--- config.mk ---
export PLATFORM = sky130hd
export DESIGN_NAME = lesq_top
export DESIGN_NICKNAME = d
export VERILOG_FILES = /design/src/hdl/lesq_channel.v /design/src/hdl/lesq_top.v
export VERILOG_INCLUDE_DIRS = /design/src /design/src/hdl
export SDC_FILE = /design/constraint.sdc
export NUM_CORES = 1
export LEC_CHECK = 0
export ABC_AREA = 1
export BUFFER_PORTS_ARGS = -buffer_cell sky130_fd_sc_hd__clkbuf_2
export CAP_MARGIN = 20
export CORE_MARGIN = 3
export CORE_UTILIZATION = 50
export CTS_CLUSTER_DIAMETER = 80
export CTS_CLUSTER_SIZE = 40
export DETAILED_ROUTE_END_ITERATION = 10
export PLACE_DENSITY = 0.74
export REMOVE_ABC_BUFFERS = 1
export SLEW_MARGIN = 15
export SYNTH_ARGS = -nofsm -noshare
export SYNTH_HDL_FRONTEND = slang
export SYNTH_HIERARCHICAL = 1
export SYNTH_SLANG_ARGS = --single-unit
--- constraint.sdc ---
create_clock -name ref_clk -period 2.7 [get_ports ref_clk]
set_clock_uncertainty 0.05 [all_clocks]
set_input_delay 0.135 -clock ref_clk [delete_from_list [all_inputs] [get_ports ref_clk]]
set_output_delay 0.135 -clock ref_clk [all_outputs]
set_load 0.005 [all_outputs]
--- src/hdl/lesq_regs.vh ---
// Purpose: constants for the landing event sequencer
// Assumes: 100 MHz ref_clk
// Notes: registers reached over AXI4-Lite, word aligned
`ifndef LESQ_REGS_VH
`define LESQ_REGS_VH
// clock and tick
`define LESQ_CLK_HZ          100000000
`define LESQ_TICK_US         1000
`define LESQ_TICK_CYC        ((`LESQ_CLK_HZ / 1000000) * `LESQ_TICK_US)
// delays in milliseconds, counted in 1 ms ticks
`define LESQ_JETT_MS         400
`define LESQ_DROGUE_MS       2000
// register byte offsets
`define LESQ_CTRL_OFF        8'h00
`define LESQ_STAT_OFF        8'h04
// control fields
`define LESQ_CTRL_AUTO_BIT   0
`define LESQ_CTRL_RST        32'h00000001
// status fields
`define LESQ_ST_ARMED_BIT    0
`define LESQ_ST_LATCH_BIT    1
`define LESQ_ST_ACTIVE_BIT   2
`define LESQ_ST_JETT_BIT     3
`define LESQ_ST_DRAG_BIT     4
`define LESQ_ST_DROGUE_BIT   5
`define LESQ_ST_PILOT_BIT    6
`define LESQ_ST_CUT_BIT      7
// axi responses
`define LESQ_RESP_OKAY       2'h0
`define LESQ_RESP_SLVERR     2'h2
`endif

--- src/hdl/lesq_channel.v ---
// Purpose: one independent landing sequencing channel
// Assumes: switch inputs synchronous to ref_clk, tick_en one cycle wide
// Notes: every output is registered
`timescale 1ns/1ps
`include "lesq_regs.vh"

module lesq_channel (
	input  wire        ref_clk,
	input  wire        sys_rst,
	input  wire        tick_en,
	input  wire        auto_en,
	input  wire        logic_pwr,
	input  wire        baro_high,
	input  wire        baro_low,
	input  wire        lanyard_closed,
	input  wire        release_sw,
	output reg         enable_sw_r,
	output reg         latch_r,
	output reg         active_r,
	output reg         jet_inhibit_r,
	output reg         jett_fire_r,
	output reg         lanyard_armed_r,
	output reg         drag_fire_r,
	output reg         drogue_fire_r,
	output reg         pilot_fire_r,
	output reg         cutter_fire_r
);

	reg [11:0] jett_cnt_r;   // ticks since activation
	reg [11:0] drg_cnt_r;    // ticks since jettison

	// power taken straight from logic_pwr; the latch does not hold it
	wire pwr_ok = logic_pwr;

	// sequence logic
	always @(posedge ref_clk) begin
		if (sys_rst) begin
			enable_sw_r     <= 1'b0;
			latch_r         <= 1'b0;
			active_r        <= 1'b0;
			jet_inhibit_r   <= 1'b0;
			jett_fire_r     <= 1'b0;
			lanyard_armed_r <= 1'b0;
			drag_fire_r     <= 1'b0;
			drogue_fire_r   <= 1'b0;
			pilot_fire_r    <= 1'b0;
			cutter_fire_r   <= 1'b0;
			jett_cnt_r      <= 12'h000;
			drg_cnt_r       <= 12'h000;
		end else begin
			// switch closes on power and high baro, or held by latch
			enable_sw_r <= pwr_ok & (baro_high | latch_r);
			if (pwr_ok & baro_high)
				latch_r <= 1'b1;
			// activation starts the sequence in automatic mode
			if (pwr_ok & (baro_high | latch_r) & auto_en & !active_r) begin
				active_r   <= 1'b1;
				jett_cnt_r <= 12'h000;
			end
			if (active_r)
				jet_inhibit_r <= 1'b1;
			// jettison delay
			if (active_r && !jett_fire_r && tick_en) begin
				if (jett_cnt_r == `LESQ_JETT_MS - 1) begin
					jett_fire_r     <= 1'b1;
					lanyard_armed_r <= 1'b1;
					drg_cnt_r       <= 12'h000;
				end else begin
					jett_cnt_r <= jett_cnt_r + 12'h001;
				end
			end
			// drag mortar via armed lanyard
			if (lanyard_armed_r & lanyard_closed)
				drag_fire_r <= 1'b1;
			// drogue delay after jettison
			if (jett_fire_r && !drogue_fire_r && tick_en) begin
				if (drg_cnt_r == `LESQ_DROGUE_MS - 1)
					drogue_fire_r <= 1'b1;
				else
					drg_cnt_r <= drg_cnt_r + 12'h001;
			end
			// pilot mortars on low altitude switch
			if (active_r & baro_low)
				pilot_fire_r <= 1'b1;
			// riser cutters on crew release
			if (active_r & release_sw)
				cutter_fire_r <= 1'b1;
		end
	end

endmodule // lesq_channel

--- src/hdl/lesq_top.v ---
// Purpose: redundant landing event sequencer with AXI4-Lite registers
// Assumes: 100 MHz ref_clk, synchronous active-high reset
// Notes: two channels; each fire output is the OR of both channels
//
// Decided for this implementation: the placing of the registers and the AXI4-Lite interface to the registers.
`timescale 1ns/1ps
`include "lesq_regs.vh"

// How it works
// switch closes on power and high baro
// automatic mode: high baro starts sequence
// latch holds power after high baro; the code latches only the switch, power is not held
// activation disables automatic attitude jets
// 0.4 s: jettison cover, arm lanyards
// armed lanyard closure fires drag mortar
// two seconds later fire drogue mortars
// low baro fires pilot mortars
// crew release fires riser cutters
// two independent channels run full sequence
// delays counted by ms tick counters
module lesq_top (
	input  wire        ref_clk,
	input  wire        sys_rst,
	input  wire        landing_logic_power_switch,
	input  wire [1:0]  baro_high_sw,
	input  wire [1:0]  baro_low_sw,
	input  wire [1:0]  lanyard_sw,
	input  wire        release_sw,
	output reg         jet_disable_r,
	output reg         jett_fire_r,
	output reg         drag_fire_r,
	output reg         drogue_fire_r,
	output reg         pilot_fire_r,
	output reg         cutter_fire_r,
	input  wire [7:0]  s_axi_awaddr,
	input  wire        s_axi_awvalid,
	output reg         s_axi_awready,
	input  wire [31:0] s_axi_wdata,
	input  wire [3:0]  s_axi_wstrb,
	input  wire        s_axi_wvalid,
	output reg         s_axi_wready,
	output reg  [1:0]  s_axi_bresp,
	output reg         s_axi_bvalid,
	input  wire        s_axi_bready,
	input  wire [7:0]  s_axi_araddr,
	input  wire        s_axi_arvalid,
	output reg         s_axi_arready,
	output reg  [31:0] s_axi_rdata,
	output reg  [1:0]  s_axi_rresp,
	output reg         s_axi_rvalid,
	input  wire        s_axi_rready
);

	reg  [16:0] div_r;        // tick divider
	reg         tick_r;       // 1 ms enable pulse
	reg  [31:0] ctrl_r;       // control register
	reg  [7:0]  awaddr_r;     // captured write address
	reg         aw_have_r;    // address held
	reg  [31:0] wdata_r;      // captured write data
	reg  [3:0]  wstrb_r;      // captured strobes
	reg         w_have_r;     // data held

	wire [1:0] ch_en, ch_latch, ch_act, ch_inh, ch_jett, ch_arm;
	wire [1:0] ch_drag, ch_drogue, ch_pilot, ch_cut;

	// fixed-rate tick from clock
	always @(posedge ref_clk) begin
		if (sys_rst) begin
			div_r  <= 17'h00000;
			tick_r <= 1'b0;
		end else if (div_r == `LESQ_TICK_CYC - 1) begin
			div_r  <= 17'h00000;
			tick_r <= 1'b1;
		end else begin
			div_r  <= div_r + 17'h00001;
			tick_r <= 1'b0;
		end
	end

	// two redundant channels
	genvar g;
	generate
		for (g = 0; g < 2; g = g + 1) begin : chan
			lesq_channel u_ch (
				.ref_clk         (ref_clk),
				.sys_rst         (sys_rst),
				.tick_en         (tick_r),
				.auto_en         (ctrl_r[`LESQ_CTRL_AUTO_BIT]),
				.logic_pwr       (landing_logic_power_switch),
				.baro_high       (baro_high_sw[g]),
				.baro_low        (baro_low_sw[g]),
				.lanyard_closed  (lanyard_sw[g]),
				.release_sw      (release_sw),
				.enable_sw_r     (ch_en[g]),
				.latch_r         (ch_latch[g]),
				.active_r        (ch_act[g]),
				.jet_inhibit_r   (ch_inh[g]),
				.jett_fire_r     (ch_jett[g]),
				.lanyard_armed_r (ch_arm[g]),
				.drag_fire_r     (ch_drag[g]),
				.drogue_fire_r   (ch_drogue[g]),
				.pilot_fire_r    (ch_pilot[g]),
				.cutter_fire_r   (ch_cut[g])
			);
		end
	endgenerate

	// either channel fires the relays
	always @(posedge ref_clk) begin
		if (sys_rst) begin
			jet_disable_r <= 1'b0;
			jett_fire_r   <= 1'b0;
			drag_fire_r   <= 1'b0;
			drogue_fire_r <= 1'b0;
			pilot_fire_r  <= 1'b0;
			cutter_fire_r <= 1'b0;
		end else begin
			jet_disable_r <= |ch_inh;
			jett_fire_r   <= |ch_jett;
			drag_fire_r   <= |ch_drag;
			drogue_fire_r <= |ch_drogue;
			pilot_fire_r  <= |ch_pilot;
			cutter_fire_r <= |ch_cut;
		end
	end

	// merge strobed bytes into old word
	function [31:0] wmerge;
		input [31:0] old;
		input [31:0] nw;
		input [3:0]  st;
		integer i;
		begin
			wmerge = old;
			for (i = 0; i < 4; i = i + 1)
				if (st[i])
					wmerge[i*8 +: 8] = nw[i*8 +: 8];
		end
	endfunction

	// write channel: take aw and w in either order
	always @(posedge ref_clk) begin
		if (sys_rst) begin
			s_axi_awready <= 1'b0;
			s_axi_wready  <= 1'b0;
			s_axi_bvalid  <= 1'b0;
			s_axi_bresp   <= `LESQ_RESP_OKAY;
			aw_have_r     <= 1'b0;
			w_have_r      <= 1'b0;
			awaddr_r      <= 8'h00;
			wdata_r       <= 32'h00000000;
			wstrb_r       <= 4'h0;
			ctrl_r        <= `LESQ_CTRL_RST;
		end else begin
			s_axi_awready <= !aw_have_r && !s_axi_awready && !s_axi_bvalid;
			s_axi_wready  <= !w_have_r && !s_axi_wready && !s_axi_bvalid;
			// capture address
			if (s_axi_awvalid && s_axi_awready) begin
				aw_have_r     <= 1'b1;
				awaddr_r      <= s_axi_awaddr;
				s_axi_awready <= 1'b0;
			end
			// capture data
			if (s_axi_wvalid && s_axi_wready) begin
				w_have_r     <= 1'b1;
				wdata_r      <= s_axi_wdata;
				wstrb_r      <= s_axi_wstrb;
				s_axi_wready <= 1'b0;
			end
			// both present: perform write, answer
			if (aw_have_r && w_have_r && !s_axi_bvalid) begin
				aw_have_r    <= 1'b0;
				w_have_r     <= 1'b0;
				s_axi_bvalid <= 1'b1;
				if (awaddr_r[7:2] == `LESQ_CTRL_OFF >> 2) begin
					ctrl_r      <= wmerge(ctrl_r, wdata_r, wstrb_r) & 32'h00000001;
					s_axi_bresp <= `LESQ_RESP_OKAY;
				end else if (awaddr_r[7:2] == `LESQ_STAT_OFF >> 2) begin
					s_axi_bresp <= `LESQ_RESP_OKAY; // status is read only
				end else begin
					s_axi_bresp <= `LESQ_RESP_SLVERR;
				end
			end else if (s_axi_bvalid && s_axi_bready) begin
				s_axi_bvalid <= 1'b0;
			end
		end
	end

	// read channel
	always @(posedge ref_clk) begin
		if (sys_rst) begin
			s_axi_arready <= 1'b0;
			s_axi_rvalid  <= 1'b0;
			s_axi_rdata   <= 32'h00000000;
			s_axi_rresp   <= `LESQ_RESP_OKAY;
		end else begin
			// offer ready while idle even if a request already waits, or it would stall
			s_axi_arready <= !s_axi_arready && !s_axi_rvalid;
			if (s_axi_arvalid && s_axi_arready) begin
				s_axi_arready <= 1'b0;
				s_axi_rvalid  <= 1'b1;
				s_axi_rresp   <= `LESQ_RESP_OKAY;
				if (s_axi_araddr[7:2] == `LESQ_CTRL_OFF >> 2)
					s_axi_rdata <= ctrl_r;
				else if (s_axi_araddr[7:2] == `LESQ_STAT_OFF >> 2)
					s_axi_rdata <= {16'h0000, ch_cut, ch_pilot, ch_drogue, ch_drag,
						ch_jett, ch_act, ch_latch, ch_en};
				else begin
					s_axi_rdata <= 32'h00000000;
					s_axi_rresp <= `LESQ_RESP_SLVERR;
				end
			end else if (s_axi_rvalid && s_axi_rready) begin
				s_axi_rvalid <= 1'b0;
			end
		end
	end

endmodule // lesq_top

==> metrics.csv <==
stage;metric;value;unit
die;boundaryPins;114;
layout;drive_gt1_frac;0.128;
clock_tree;cts_buffers;17;
flow_run;timing.max_cap.violations;0;
place;gp_congestion;0.896;
sta;final-setup-viol-count;0;
layout;synthToLayoutAreaGrowth;17.9;%
setup_path;worst_setup_path_end_kind;flop;
sta;timing_max_transition_violations_final;0;
power_and_ir_drop;p_leak;3.06;nW
outcome;status;completed;
sta;fin_crit;1780;ps
drt;drc;0;
clock_tree;cts_resized;0;
drt;wl;13800;µm
layout;nets;1073;
setup_path;worst-endpoint-required;2960;ps
clock_tree;clk_transition_reported_paths;60;ps
setup_path;critical_path.slowest_cell;sky130_fd_sc_hd__dlygate4sd3_1;
logic_synthesis;synth.cell_area;6240;µm²
clock_tree;clock-sinks;124;
drt;detail_route.wl_per_cell;11.7;µm
grt;grt_antenna_before_repair;0;
sta;grt_setup_unrepaired;no;
logic_synthesis;synth_warnings;6;
die;die_height;118;µm
die;core_area;12100;µm²
place;count_of_port_buffers_added_during_placement;57;
die;std_cell_rows;40;
drt;final_antenna_net_count;0;
layout;layout.filler_cells;1172;
setup_path;worstPathMaxFanout;2;
layout;diodes;0;
setup_path;worst_ep_arrival_time;2040;ps
power_and_ir_drop;ir_worst_vdd;0.398;mV
logic_synthesis;syn_inst;924;
grt;grt_max_degree;36;
sta;timing.hold.ws;11.8;ps
logic_synthesis;syn-mean-instance-area;6.75;µm²
layout;multi_input_area;3190;µm²
setup_path;cell_chain_of_the_critical_path;dlygate4sd3_1, clkbuf_2, nand2_1, dlygate4sd3_1, a21oi_1, dlygate4sd3_1;
die;die_x;118;µm
grt;groute.usage.overall;0.206;
die;fp.dieArea;13900;µm²
clock_tree;clk_root_buffer_cell;sky130_fd_sc_hd__clkbuf_16;
layout;layout.core_utilization;0.607;
sta;fin_tns_setup;0;ps
layout;stdcell_area;7360;µm²
sta;slew_headroom;0.613;
clock_tree;cts_tree;yes;
power_and_ir_drop;pwrdens;599;nW/µm²
sta;tightestPinTransition;577;ps
place;detailed_place_hpwl;9460;µm
drt;detail_route.vias_per_cell;4.91;
clock_tree;hold_buffers;20;
worst_hold_path;hold_class;in -> reg;
setup_path;criticalPathCategory;in -> reg;
clock_tree;cts.htree.levels;4;
grt;grt_pass1_vias;5429;
setup_path;crit_path_frequent_cell;sky130_fd_sc_hd__dlygate4sd3_1;
drt;drt_iter0_drc;351;
sta;hold_viol_final;0;
drt;dr.pass1.iters;7;
grt;overflow;0;
sta;max_freq;0.562;GHz
clock_tree;postCtsSetupBuffers;0;
die;initial_utilization;0.515;
grt;first_pass_grt_wire_length;23900;µm
power_and_ir_drop;total_power;4.41;mW
drt;routed-via-count;5807;
setup_path;worst_setup_path_start_kind;primary input;
layout;layout.area.seq;2480;µm²
clock_tree;clock_tree.buffer_depth;2;
sta;timing.final.crit_share;0.659;
clock_tree;clock_latency;420;ps
place;dpl_cell_area;6550;µm²
setup_path;worst_path_largest_cell_delay;570;ps
layer usage:
| layer | vias up | track usage | wire length (µm) |
|---|---|---|---|
| met2 | 125 | 0.342 | 6340 |
| met3 | 27 | 0.0529 | 598 |
| li1 | 3068 | - | - |
| met1 | 2587 | 0.251 | 6560 |
| met5 | - | 0 | 0 |
| met4 | 0 | 0.0930 | 288 |
critical path: cells and delay by family:
| family | cells | cell delay, ps |
|---|---|---|
| compound gates | 1 | 70 |
| simple gates | 1 | 70 |
| buf+inv | 4 | 1770 |
state kept, by name (all words and copies together) (netlist names), 2 cells and up:
register	flops
chan.u_ch/drag_fire_r	2
chan.u_ch/active_r	2
chan.u_ch/pilot_fire_r	2
chan.u_ch/lanyard_armed_r	2
chan.u_ch/cutter_fire_r	2
s_axi_rdata	16
chan.u_ch/drg_cnt_r	24
chan.u_ch/jett_cnt_r	24
awaddr_r	6
chan.u_ch/jet_inhibit_r	2
div_r	17
chan.u_ch/latch_r	2
chan.u_ch/drogue_fire_r	2
chan.u_ch/enable_sw_r	2
area by class of cell:
class	count	share of cell area
tap	168	0.0286
clock inverter	11	0.0194
timing repair buffer	82	0.0711
inverter	92	0.0469
clock buffer	21	0.0626
sequential	124	0.337
multi-input combinational	684	0.434
path summary, 6_finish.rpt:
path | depth (start not counted) | to | slack, ps | from
hold / removal | 3 | s_axi_rdata[0]$_SDFFE_PP0P_ | 10 | s_axi_araddr[2]
hold reg to reg | 1 | s_axi_arready$_SDFF_PP0_ | 400 | s_axi_rvalid$_SDFFE_PP0P_
setup reg to reg | 6 | chan[0].u_ch/drg_cnt_r[10]$_SDFF_PP0_ | 940 | chan[0].u_ch/jett_cnt_r[0]$_SDFF_PP0_
setup / recovery | 6 | chan[1].u_ch/enable_sw_r$_SDFF_PP0_ | 920 | baro_high_sw[1]
report_power, final:
group	internal, mW	total [mW]	switching (mW)	leakage, nW
Combinational	0.0780	0.200	0.122	1.77
Clock	1.49	2.30	0.811	0.293
Sequential	1.87	1.90	0.0294	1.00
layout by cell type, fill, tap and decap left out, types with 12 or more instances in the layout:
cell and instances:
sky130_fd_sc_hd__nand4_1 12, sky130_fd_sc_hd__clkbuf_2 56, sky130_fd_sc_hd__o21ai_0 24, sky130_fd_sc_hd__a21oi_1 72, sky130_fd_sc_hd__clkbuf_16 17, sky130_fd_sc_hd__dfxtp_1 124, sky130_fd_sc_hd__dlygate4sd3_1 20, sky130_fd_sc_hd__conb_1 18
sky130_fd_sc_hd__nand2_1 230, sky130_fd_sc_hd__nand3_1 85, sky130_fd_sc_hd__nor3_1 16, sky130_fd_sc_hd__nor2_1 154, sky130_fd_sc_hd__inv_1 87
per-stage QoR:
step / setup slack (ps) / std cells
after floorplan: 1100 / 900
after global placement: 992 / 1130
after detailed placement: 981 / 1130
after CTS: 963 / 1182
after global routing: 698 / 1182
final: 921 / 1182
Note: power is estimated with default switching activity, not from simulation.
